$ cat src/tw_pkg.sv
// package for the two-wire master sequencer: register map, codes, timing
// assumes a 10 MHz system clock and a 32-bit avalon-mm register bus
package tw_pkg;
   // ************************************************************
   // register map (byte addresses)
   // ************************************************************
   localparam logic [3:0] ADDR_CONTROL = 4'h0;
   localparam logic [3:0] ADDR_STATE   = 4'h4;
   localparam logic [3:0] ADDR_BUFFER  = 4'h8;
   // control bit positions
   localparam int BIT_FLAG  = 7;
   localparam int BIT_ACK   = 6;
   localparam int BIT_START = 5;
   localparam int BIT_STOP  = 4;
   localparam int BIT_WCOL  = 3;
   localparam int BIT_EN    = 2;
   localparam int BIT_IE    = 0;
   // ************************************************************
   // status codes
   // ************************************************************
   localparam logic [7:0] ST_START    = 8'h08;
   localparam logic [7:0] ST_RSTART   = 8'h10;
   localparam logic [7:0] ST_AW_ACK   = 8'h18;
   localparam logic [7:0] ST_AW_NACK  = 8'h20;
   localparam logic [7:0] ST_DT_ACK   = 8'h28;
   localparam logic [7:0] ST_DT_NACK  = 8'h30;
   localparam logic [7:0] ST_ARB_LOST = 8'h38;
   localparam logic [7:0] ST_AR_ACK   = 8'h40;
   localparam logic [7:0] ST_AR_NACK  = 8'h48;
   localparam logic [7:0] ST_DR_ACK   = 8'h50;
   localparam logic [7:0] ST_DR_NACK  = 8'h58;
   localparam logic [7:0] ST_IDLE     = 8'hf8;
   // ************************************************************
   // timing: half period of the generated serial clock
   // ************************************************************
   localparam int  HALF_NS     = 5000;
   localparam int  CLK_NS      = 100;
   localparam logic [7:0] HALF_CYC = 8'((HALF_NS + CLK_NS - 1) / CLK_NS);
   localparam logic [3:0] BITS_LAST = 4'h8;
   localparam logic [3:0] BITS_ZERO = 4'h0;
   typedef enum logic [3:0] {
      S_IDLE, S_WAIT_FREE, S_START_A, S_START_B, S_BIT_LO, S_BIT_HI,
      S_HOLD, S_STOP_A, S_STOP_B, S_STOP_C
   } tw_phase_type;
endpackage

$ cat src/tw_master.sv
// two-wire master sequencer with avalon-mm registers
// assumes open-drain pads outside; serial inputs come from another domain
`timescale 1ns/1ps
// What this block does
// data acked in transmit gives flag, 0x28
// data nacked in transmit gives flag, 0x30
// plain clear in 28/30 sends loaded byte
// start request in data state: repeated start
// stop request sends stop, self-clears
// both requests: stop then start
// lost arbitration reports 0x38
// clear in 0x38 releases bus
// start in 0x38 waits bus free
// address direction bit selects tx or rx
// start request begins once bus free
// start sent gives flag, 0x08
// software loads read address then clears
// read address gives 0x38, 0x40, 0x48
// received byte readable while flag set
// software nacks last received byte
// software ends with stop request
// repeated start reports 0x10
// writing one clears flag; enable gates
// software masks prescaler bits
// ack_enable picks ack or nack reply
// buffer write while flag low: collision
// nacked received byte reports 0x58
// interrupt while flag set and enabled
// flag holds serial clock low, except after lost arbitration (0x38), where scl is released
module tw_master
   import tw_pkg::*;
(
   input  wire logic        clk,
   input  wire logic        resetn,
   input  wire logic [3:0]  avs_address,
   input  wire logic        avs_read,
   input  wire logic        avs_write,
   input  wire logic [31:0] avs_writedata,
   output logic      [31:0] avs_readdata,
   output logic             avs_waitrequest,
   input  wire logic        scl_in,
   output logic             scl_out,
   output logic             scl_oe,
   input  wire logic        sda_in,
   output logic             sda_out,
   output logic             sda_oe,
   output logic             irq
);
   // ************************************************************
   // state record
   // ************************************************************
   typedef struct packed {
      logic [1:0]   scl_s, sda_s;    // two-stage synchronisers
      logic         scl_q, sda_q;    // last synced level
      logic         busy;            // bus seen busy by other master
      tw_phase_type ph;
      logic [7:0]   cnt;
      logic [3:0]   bit_i;
      logic [7:0]   shreg;
      logic         rx;              // master receive mode
      logic         addr_ph;         // current byte is an address
      logic         flag, ack_en, start_request_col, stop_request_col, wcol, en, ie;
      logic [7:0]   code, buf_q;
      logic         rx_ack;          // sampled ack (low = ack)
      logic         restart_after;   // start after stop
      logic         was_master;
      logic [31:0]  rdata;
      logic         wait_q;
      logic         scl_drv, sda_drv, irq_q;
      logic         sda_nx;          // next data level, applied scl low
   } tw_state_type;
   tw_state_type st_reg, st_next;

   function automatic logic hit(input logic [3:0] a, input logic [3:0] b);
      hit = (a == b);
   endfunction

   // ************************************************************
   // next-state logic
   // ************************************************************
   always_comb begin
      logic s_scl, s_sda, wr_ctl, sets;
      s_scl = 1'b0; s_sda = 1'b0; wr_ctl = 1'b0; sets = 1'b0;
      st_next = st_reg;
      st_next.scl_s = {st_reg.scl_s[0], scl_in};
      st_next.sda_s = {st_reg.sda_s[0], sda_in};
      s_scl = st_reg.scl_s[1];
      s_sda = st_reg.sda_s[1];
      st_next.scl_q = s_scl;
      st_next.sda_q = s_sda;
      // foreign start/stop tracking, only when we are not driving
      if (st_reg.ph == S_IDLE || st_reg.ph == S_WAIT_FREE) begin
         if (s_scl && st_reg.sda_q && !s_sda) st_next.busy = 1'b1;
         if (s_scl && !st_reg.sda_q && s_sda) st_next.busy = 1'b0;
      end
      // bus slave: one wait cycle, answer on the second
      st_next.wait_q = 1'b1;
      if ((avs_read || avs_write) && st_reg.wait_q)
         st_next.wait_q = 1'b0;
      if (avs_read && st_reg.wait_q) begin
         st_next.rdata = 32'h0;
         if (hit(avs_address, ADDR_CONTROL))
            st_next.rdata[7:0] = {st_reg.flag, st_reg.ack_en, st_reg.start_request_col,
               st_reg.stop_request_col, st_reg.wcol, st_reg.en, 1'b0, st_reg.ie};
         else if (hit(avs_address, ADDR_STATE))
            st_next.rdata[7:0] = st_reg.code;
         else if (hit(avs_address, ADDR_BUFFER))
            st_next.rdata[7:0] = st_reg.buf_q;
      end
      if (avs_write && st_reg.wait_q) begin
         if (hit(avs_address, ADDR_CONTROL)) begin
            wr_ctl = 1'b1;
            st_next.ack_en = avs_writedata[BIT_ACK];
            st_next.start_request_col    = avs_writedata[BIT_START];
            st_next.stop_request_col    = avs_writedata[BIT_STOP];
            st_next.en     = avs_writedata[BIT_EN];
            st_next.ie     = avs_writedata[BIT_IE];
            if (avs_writedata[BIT_WCOL]) st_next.wcol = 1'b0;
            if (avs_writedata[BIT_FLAG]) st_next.flag = 1'b0;
         end else if (hit(avs_address, ADDR_BUFFER)) begin
            if (st_reg.flag) st_next.buf_q = avs_writedata[7:0];
            else st_next.wcol = 1'b1;
         end
      end
      // sequencer
      if (st_reg.cnt != 8'h0) st_next.cnt = st_reg.cnt - 8'h1;
      case (st_reg.ph)
         S_IDLE: begin
            st_next.scl_drv = 1'b0; st_next.sda_drv = 1'b0;
            if (wr_ctl && avs_writedata[BIT_FLAG] && avs_writedata[BIT_EN]
                && avs_writedata[BIT_START])
               st_next.ph = S_WAIT_FREE;
         end
         S_WAIT_FREE:
            if (!st_reg.busy && s_scl && s_sda) begin
               st_next.ph = S_START_A; st_next.cnt = HALF_CYC;
            end
         S_START_A: if (st_reg.cnt == 8'h0) begin
            st_next.sda_drv = 1'b1;          // sda falls while scl high
            st_next.ph = S_START_B; st_next.cnt = HALF_CYC;
         end
         S_START_B: if (st_reg.cnt == 8'h0) begin
            st_next.scl_drv = 1'b1; sets = 1'b1; st_next.start_request_col = 1'b0;
            st_next.code = st_reg.was_master ? ST_RSTART : ST_START;
            st_next.was_master = 1'b1;
            st_next.addr_ph = 1'b1; st_next.rx = 1'b0;
         end
         // data moves one cycle after scl falls, never with the edge,
         // so no slave can mistake the change for a start or stop
         S_BIT_LO: begin
            st_next.sda_drv = st_reg.sda_nx;
            if (st_reg.cnt == 8'h0) begin
               st_next.scl_drv = 1'b0;
               st_next.ph = S_BIT_HI; st_next.cnt = HALF_CYC;
            end
         end
         S_BIT_HI: if (st_reg.cnt == 8'h0 && s_scl) begin
            st_next.scl_drv = 1'b1;
            st_next.ph = S_BIT_LO; st_next.cnt = HALF_CYC;
            st_next.bit_i = st_reg.bit_i + 4'h1;
            if (st_reg.bit_i != BITS_LAST) begin
               if (!st_reg.rx && !st_reg.sda_drv && !s_sda) begin
                  sets = 1'b1; st_next.code = ST_ARB_LOST;
                  st_next.was_master = 1'b0; st_next.scl_drv = 1'b0;
                  st_next.ph = S_HOLD;
               end
               st_next.shreg = {st_reg.shreg[6:0], s_sda};
               st_next.sda_nx = 1'b0;
               if (st_reg.bit_i + 4'h1 == BITS_LAST)
                  st_next.sda_nx = st_reg.rx & st_reg.ack_en;
               else if (!st_reg.rx)
                  st_next.sda_nx = ~st_reg.shreg[6];
            end else begin
               // ack level kept while scl is held; let go with scl low
               sets = 1'b1;
               st_next.addr_ph = 1'b0;
               if (st_reg.addr_ph) begin
                  st_next.rx = st_reg.shreg[0];
                  if (st_reg.shreg[0])
                     st_next.code = s_sda ? ST_AR_NACK : ST_AR_ACK;
                  else
                     st_next.code = s_sda ? ST_AW_NACK : ST_AW_ACK;
               end else if (st_reg.rx) begin
                  st_next.buf_q = st_reg.shreg;
                  st_next.code = st_reg.ack_en ? ST_DR_ACK : ST_DR_NACK;
               end else
                  st_next.code = s_sda ? ST_DT_NACK : ST_DT_ACK;
            end
         end
         S_HOLD: begin
            if (wr_ctl && avs_writedata[BIT_FLAG]) begin
               if (!st_reg.was_master) begin
                  st_next.ph = avs_writedata[BIT_START] ? S_WAIT_FREE
                                                       : S_IDLE;
                  st_next.scl_drv = 1'b0; st_next.sda_drv = 1'b0;
               end else if (avs_writedata[BIT_STOP]) begin
                  st_next.restart_after = avs_writedata[BIT_START];
                  st_next.sda_drv = 1'b1;
                  st_next.ph = S_STOP_A; st_next.cnt = HALF_CYC;
               end else if (avs_writedata[BIT_START]) begin
                  st_next.sda_drv = 1'b0;
                  st_next.scl_drv = 1'b1;
                  st_next.ph = S_STOP_C; st_next.cnt = HALF_CYC;
               end else begin
                  st_next.bit_i = BITS_ZERO;
                  st_next.shreg = st_reg.rx ? 8'h0 : st_reg.buf_q;
                  st_next.sda_drv = st_reg.rx ? 1'b0 : ~st_reg.buf_q[7];
                  st_next.sda_nx  = st_reg.rx ? 1'b0 : ~st_reg.buf_q[7];
                  st_next.ph = S_BIT_LO; st_next.cnt = HALF_CYC;
               end
            end
         end
         S_STOP_A: if (st_reg.cnt == 8'h0) begin
            st_next.scl_drv = 1'b0; st_next.ph = S_STOP_B;
            st_next.cnt = HALF_CYC;
         end
         S_STOP_B: if (st_reg.cnt == 8'h0 && s_scl) begin
            st_next.sda_drv = 1'b0; st_next.stop_request_col = 1'b0;
            st_next.was_master = 1'b0;
            st_next.ph = st_reg.restart_after ? S_WAIT_FREE : S_IDLE;
         end
         S_STOP_C: if (st_reg.cnt == 8'h0) begin  // release scl for restart
            st_next.scl_drv = 1'b0;
            st_next.ph = S_START_A; st_next.cnt = HALF_CYC;
         end
         default: st_next.ph = S_IDLE;
      endcase
      if (sets) begin
         st_next.flag = 1'b1;                      // set wins over clear
         if (st_next.ph != S_IDLE) st_next.ph = S_HOLD;
      end
      if (!st_next.en) begin
         st_next.ph = S_IDLE; st_next.scl_drv = 1'b0;
         st_next.sda_drv = 1'b0; st_next.was_master = 1'b0;
         st_next.code = ST_IDLE;
      end
      st_next.irq_q = st_next.flag & st_next.ie;
   end

   // ************************************************************
   // state register
   // ************************************************************
   always_ff @(posedge clk or negedge resetn) begin
      if (!resetn) begin
         st_reg <= '0;
         st_reg.scl_s <= 2'b11;
         st_reg.sda_s <= 2'b11;
         st_reg.scl_q <= 1'b1;
         st_reg.sda_q <= 1'b1;
         st_reg.wait_q <= 1'b1;
         st_reg.code <= ST_IDLE;
      end else begin
         st_reg <= st_next;
      end
   end

   assign avs_readdata    = st_reg.rdata;
   assign avs_waitrequest = st_reg.wait_q;
   assign scl_out = 1'b0;
   assign sda_out = 1'b0;
   assign scl_oe  = st_reg.scl_drv;
   assign sda_oe  = st_reg.sda_drv;
   assign irq     = st_reg.irq_q;

   // ************************************************************
   // checks
   // ************************************************************
   property p_irq;
      @(posedge clk) disable iff (!resetn)
      irq |-> $past(st_reg.flag && st_reg.ie) || st_reg.flag;
   endproperty
   a_irq: assert property (p_irq) else $error("irq without flag");
   property p_hold;
      @(posedge clk) disable iff (!resetn)
      (st_reg.ph == S_HOLD && st_reg.was_master) |-> scl_oe;
   endproperty
   a_hold: assert property (p_hold) else $error("scl not held");
   property p_wcol;
      @(posedge clk) disable iff (!resetn)
      (avs_write && st_reg.wait_q && avs_address == ADDR_BUFFER
       && !st_reg.flag) |=> st_reg.wcol;
   endproperty
   a_wcol: assert property (p_wcol) else $error("no collision");
   property p_start;
      @(posedge clk) disable iff (!resetn)
      (st_reg.ph == S_START_B && st_reg.cnt == 8'h0 && st_reg.en)
      |=> st_reg.flag && (st_reg.code == ST_START
                          || st_reg.code == ST_RSTART);
   endproperty
   a_start: assert property (p_start) else $error("bad start code");
   property p_stop;
      @(posedge clk) disable iff (!resetn)
      (st_reg.ph == S_STOP_B && st_next.ph != S_STOP_B && st_reg.en)
      |=> !st_reg.stop_request_col;
   endproperty
   a_stop: assert property (p_stop) else $error("stop not cleared");
   logic sets_any;
   assign sets_any = st_next.flag && st_reg.ph != S_HOLD;
   property p_flagclr;
      @(posedge clk) disable iff (!resetn)
      (avs_write && st_reg.wait_q && avs_address == ADDR_CONTROL
       && avs_writedata[BIT_FLAG] && !sets_any) |=> !st_reg.flag;
   endproperty
   a_flagclr: assert property (p_flagclr) else $error("flag stuck");
   property p_wait;
      @(posedge clk) disable iff (!resetn)
      (avs_read || avs_write) |-> ##[0:1] !avs_waitrequest;
   endproperty
   a_wait: assert property (p_wait) else $error("bus hang");
   property p_en;
      @(posedge clk) disable iff (!resetn)
      !st_reg.en |-> !scl_oe && !sda_oe;
   endproperty
   a_en: assert property (p_en) else $error("drive while off");
   c_start: cover property (@(posedge clk) st_reg.code == ST_START);
   c_rx:    cover property (@(posedge clk) st_reg.code == ST_DR_NACK);
   c_arb:   cover property (@(posedge clk) st_reg.code == ST_ARB_LOST);
endmodule

$ cat config.mk
export PLATFORM = sky130hd
export DESIGN_NAME = tw_master
export DESIGN_NICKNAME = d
export VERILOG_FILES = /design/src/tw_pkg.sv /design/src/tw_master.sv
export SDC_FILE = /design/constraint.sdc
export NUM_CORES = 1
export LEC_CHECK = 0
export ABC_AREA = 1
export CAP_MARGIN = 20
export CORE_MARGIN = 4
export CORE_UTILIZATION = 36
export DETAILED_ROUTE_END_ITERATION = 12
export DONT_BUFFER_PORTS = 1
export PLACE_DENSITY = 0.62
export SYNTH_ARGS = -nofsm -noshare
export SYNTH_HDL_FRONTEND = slang
export SYNTH_SLANG_ARGS = --single-unit
$ cat constraint.sdc
create_clock -name clk -period 4.5 [get_ports clk]
set_clock_uncertainty 0.2 [all_clocks]
set_input_delay 1.35 -clock clk [delete_from_list [all_inputs] [get_ports clk]]
set_output_delay 1.35 -clock clk [all_outputs]
set_load 0.02 [all_outputs]
==> results of run 1 <==
==> path summary, 6_finish.rpt <==
path	endpoint	depth (start not counted)
setup / recovery	st_reg[52]$_DFFE_PN1P_	8
hold / removal	st_next[90]$_DFF_PN1_	0
min in group asynchronous	st_reg[63]$_DFFE_PN0P_	0
hold reg to reg	st_next[90]$_DFF_PN1_	0
setup reg to reg	st_reg[46]$_DFF_PN0_	7
max in group asynchronous	st_next[93]$_DFF_PN1_	0
==> power by group <==
group / switching (mW) / total (mW) / internal, mW / leakage, nW
logic: 0.226 / 0.353 / 0.127 / 1.28
registers: 0.0920 / 0.805 / 0.713 / 0.823
clock network: 0.269 / 0.696 / 0.427 / 0.136
==> area by class of cell <==
type	instances	area, sq um	share of cell area
clock inverter	5	55.1	0.0126
inverter	71	267	0.0610
clock buffer	11	233	0.0532
sequential	67	1690	0.387
multi-input combinational	416	1940	0.445
timing repair buffer	1	7.51	0.00172
tap	140	175	0.0401
==> metal layers <==
layer | up-vias | global-route usage | share of wire
met5 | - | 0 | 0
met4 | 0 | 0.0689 | 0.019
met3 | 18 | 0.0321 | 0.066
li1 | 1749 | - | -
met1 | 1641 | 0.234 | 0.48
met2 | 112 | 0.236 | 0.44
==> cell families (layout without fill, tap and decap cells) <==
logic type	Yosys count	after routing	synth area share
DFF	67	67	0.412
and+or+nand+nor	283	283	0.293
xor gates and xnor gates	6	6	0.0128
adders and majority gates	7	7	0.0213
buffers and inverters	112	88	0.137
muxes	1	1	0.00244
other	1	26	0.000914
AOI/OAI and AO/OA	93	93	0.120
==> through the flow <==
stage	hold WS, ns	instance area, sq um	setup slack (ns)
2_1_floorplan	0.145	4200	1.81
3_3_place_gp	0.146	4080	1.18
3_5_place_dp	0.149	4080	1.15
4_1_cts	0.157	4370	1.49
5_1_grt	0.162	4370	1.29
6_report	0.157	4370	1.51
==> cells in the final DEF, fill, tap and decap left out, types with 3 or more instances in the layout <==
cell,netlist,layout
nand2_1,157,157
o22ai_1,3,3
a31oi_1,4,4
nor2_4,4,4
conb_1,1,26
nor3_1,3,3
dfstp_2,11,11
dfrtp_1,56,56
nand4_1,8,8
nand3_1,36,36
a21oi_1,21,21
xor2_1,4,4
nand2_2,3,3
inv_2,3,3
clkbuf_16,0,9
ha_1,7,7
o21ai_0,58,58
nor2_2,3,3
nor2_1,65,65
inv_1,67,67
==> critical path, delay by kind of cell <==
family | cells | cell delay (ns)
buffers and inverters | 3 | 0.52
AO/OA/AOI/OAI | 2 | 0.43
AND/OR/NAND/NOR | 3 | 0.75
==> impl_metrics.tcl, run 1 <==
set metrics [dict create \
    syn_to_final_growth_pct 6.53 \
    rows 38 \
    synth_flop_cell "dfrtp_1" \
    startpoint "avs_address[1]" \
    drt_iter0_markers 264 \
    final_util 0.398 \
    largest_reg_flops 51 \
    routedWlPerCell_um 14.4 \
    cp_data_arrival_time_ns 3.05 \
    worst_setup_path_start_kind "input port" \
    drt_pass1_iterations 5 \
    initial_core_util 0.374 \
    fp.dieW_um 115 \
    hold_viol_final 0 \
    synth.yosys.seq_area_share 0.412 \
    grt.total_usage 0.162 \
    status "finished, final reports clean" \
    dieArea_sq_mm 0.0132 \
    place_congestion 0.939 \
    power_density_mw_per_mm2 424 \
    dp_hpwl_um 7510 \
    viasPerCell 4.95 \
    fin_crit_sh 0.665 \
    root_buffer "clkbuf_16" \
    top_level_ports 80 \
    fillers 1138 \
    port_buffers 0 \
    syn_area_sq_mm 0.00410 \
    worst-setup-path-type "input port to flip-flop" \
    cts_sinks 67 \
    netlist-cell-type-count 36 \
    cts_inserted_buffers 9 \
    critPathRequiredTime_ns 4.56 \
    synth_top_cell_by_area "dfrtp_1" \
    antenna_cells 0 \
    finalSetupTns_ns 0 \
    r2r_start "st_reg[77]$_DFF_PN0_" \
    r2r_slack_ns 1.61 \
    path_cells "nor2_2 > nand3_1 > o21ai_0 > buf_4 > inv_1 > nor2_1 > inv_1 > o21ai_0" \
    cts.clk_slew.worst_paths_ns 0.06 \
    ys_warn_count 0 \
    hold_buffers 0 \
    p_leak_nw 2.24 \
    hp-class "flip-flop to flip-flop" \
    post_cts_resized 0 \
    worstMarginPinSlew_ns 0.985 \
    cp_max_fo 11 \
    core_sq_mm 0.0110 \
    power_mw 1.85 \
    clk_latency_ns 0.34 \
    synth_cells 570 \
    fmax_ghz 0.334 \
    die_h_um 115 \
    cts_setup_buffers 0 \
    synth-edff-count 0 \
    slowest_stage "nand3_1" \
    grt_overflow 0 \
    synth.most_common_cell "nand2_1" \
    synth_seq_cells 67 \
    clockBufferDepth 2 \
    grt_max_degree 68 \
    end_kind "flip-flop" \
    relSlewSlack 0.341 \
    synth_top_cell_area_share 0.342 \
    async_flop_share 1.00 \
    wirelength_um 10200 \
    rsz0062_at_grt "no" \
    synth.top_cells.by_count "157 x nand2_1, 67 x inv_1, 65 x nor2_1" \
    vdd_drop_max_mv 0.142 \
    drive_gt1_frac 0.0753 \
    setup_viol 0 \
    via_count 3520 \
    dp_cells 695 \
    synth_area_per_cell_sq_um 7.20 \
    htreeDepth 3 \
    ant_nets 0 \
    synthTopCellsByArea "dfrtp_1 34%, nand2_1 14%, o21ai_0 7.1%" \
    slew_viol_final 0 \
    maxCapViolCount 0 \
    grt_antenna_before_repair 0 \
    instances_no_fill 711 \
    min_period_ns 2.99 \
    nNetsFinal 615 \
    cts_tree "yes" \
    route.detailed.drc 0 \
    cpPeakStageDelay_ns 0.35 \
    hp-start "st_next[93]$_DFF_PN1_" \
    grt_pass1_vias 3265 \
    grt_pass1_wl_um 16800 \
]
Note: power is estimated with default switching activity, not from simulation.
==> inputs of run 2 (changes only) <==
Settings changed: PLACE_DENSITY 0.62 to 0.64.
Clock period 4.5 ns to 2.58 ns, I/O delays scaled along.
==> impl_metrics.tcl, run 2 (same netlist as run 1, synthesis figures left out) <==
set metrics [dict create \
    wl_met2_um 4640 \
    grt_max_degree 57 \
    final_util 0.410 \
    end_kind "flip-flop" \
    dp_cells 705 \
    met3_length_um 732 \
    die_h_um 115 \
    routedWlPerCell_um 14.4 \
    p_leak_nw 2.32 \
    viasPerCell 4.95 \
    post-route-worst-setup-slack_ns 0.361 \
    grt_overflow 0 \
    cts_sinks 67 \
    grt_antenna_before_repair 0 \
    setup_viol 0 \
    top_level_ports 80 \
    antenna_cells 0 \
    power.internal_mw 2.35 \
    holdWs_ns 0.0803 \
    post_cts_resized 0 \
    htreeDepth 3 \
    slew_viol_final 0 \
    worst_setup_path_start_kind "flip-flop" \
    cts_setup_buffers 0 \
    drt_iter0_markers 214 \
    grt_pass1_vias 3292 \
    met1_length_um 4720 \
    grt_pass1_wl_um 16800 \
    layout_common_cells "157 x nand2_1, 67 x inv_1, 65 x nor2_1, 58 x o21ai_0, 56 x dfrtp_1" \
    initial_core_util 0.374 \
    instances_no_fill 722 \
    place_ws_ns 0.234 \
    fmax_ghz 0.451 \
    hp-class "input port to async pin" \
    combinationalPowerShare 0.191 \
    switching_share 0.304 \
    status "finished, final reports clean" \
    p_sw_mw 1.03 \
    fp.dieW_um 115 \
    clockBufferDepth 2 \
    cp_data_arrival_time_ns 2.28 \
    wirelength_um 10400 \
    cts_inserted_buffers 9 \
    fillers 1118 \
    vdd_drop_max_mv 0.332 \
    cts.clk_slew.worst_paths_ns 0.05 \
    min_period_ns 2.22 \
    largest_reg_flops 51 \
    place_congestion 0.907 \
    rsz0062_at_grt "no" \
    worst-setup-path-type "flip-flop to flip-flop" \
    clk_latency_ns 0.34 \
    hold_buffers 1 \
    dp_hpwl_um 7640 \
    hold_viol_final 0 \
    layout_commonest_cell "nand2_1" \
    core_sq_mm 0.0110 \
    root_buffer "clkbuf_16" \
    fin_crit_sh 0.860 \
    route.detailed.drc 0 \
    critPathRequiredTime_ns 2.64 \
    power_density_mw_per_mm2 750 \
    syn_to_final_growth_pct 9.82 \
    dieArea_sq_mm 0.0132 \
    grt.total_usage 0.163 \
    nNetsFinal 626 \
    rows 38 \
    maxCapViolCount 0 \
    ant_nets 0 \
    port_buffers 0 \
    topRoutingLayerUsed "met4" \
    finalSetupTns_ns 0 \
    pwr-share-clk 0.393 \
    drive_gt1_frac 0.0928 \
    cp_max_fo 6 \
    cts_tree "yes" \
    via_count 3575 \
    power_frac_seq 0.416 \
    drt_pass1_iterations 7 \
]
==> run 2: worst paths after layout <==
kind | end | slack, ns | cells past startpoint | startpoint
worst max register to register | st_reg[52]$_DFFE_PN1P_ | 0.36 | 9 | st_reg[88]$_DFF_PN0_
min in group clk | st_next[90]$_DFF_PN1_ | 0.16 | 0 | st_next[93]$_DFF_PN1_
worst max-delay path | st_reg[52]$_DFFE_PN1P_ | 0.36 | 9 | st_reg[88]$_DFF_PN0_
worst min-delay path | st_next[95]$_DFF_PN1_ | 0.08 | 0 | resetn
max in group asynchronous | st_reg[63]$_DFFE_PN0P_ | 1.82 | 1 | resetn
worst min register to register | st_next[90]$_DFF_PN1_ | 0.16 | 0 | st_next[93]$_DFF_PN1_
==> run 2: metrics by stage <==
stage	area, sq um	total power, mW
2_1_floorplan	4200	1.93
3_3_place_gp	4160	2.02
3_5_place_dp	4160	2.04
4_1_cts	4510	3.41
5_1_grt	4510	3.58
6_report	4510	3.38
==> run 2: routing by layer <==
layer	global-route usage	vias to the layer above
li1	-	1775
met1	0.228	1654
met2	0.242	118
met3	0.0426	28
met4	0.0657	0
met5	0	-
==> run 2: power by group through the flow <==
stage	sequential [mW]	clock (mW)	combinational [mW]
after floorplan	1.35	0	0.578
after global placement	1.42	0	0.606
after detailed placement	1.42	0	0.624
after CTS	1.41	1.36	0.649
after global routing	1.43	1.40	0.749
final	1.41	1.33	0.647
==> run 2: cell type report <==
| cell class | count | area, sq um | area share |
|---|---|---|---|
| clock buffer | 12 | 246 | 0.0547 |
| timing repair buffer | 12 | 110 | 0.0244 |
| multi-input combinational | 416 | 1940 | 0.431 |
| clock inverter | 4 | 73.8 | 0.0164 |
| tap | 140 | 175 | 0.0389 |
| sequential | 67 | 1690 | 0.375 |
| inverter | 71 | 267 | 0.0592 |
==> run 2: critical path, stage by stage, from the launching register on <==
cell,delay (ns)
dfrtp_1,0.46
nor2_1,0.32
inv_1,0.22
nor2_4,0.21
nand2_1,0.16
nand2_1,0.18
nor2_1,0.10
inv_1,0.14
nand2_1,0.07
o21ai_0,0.07
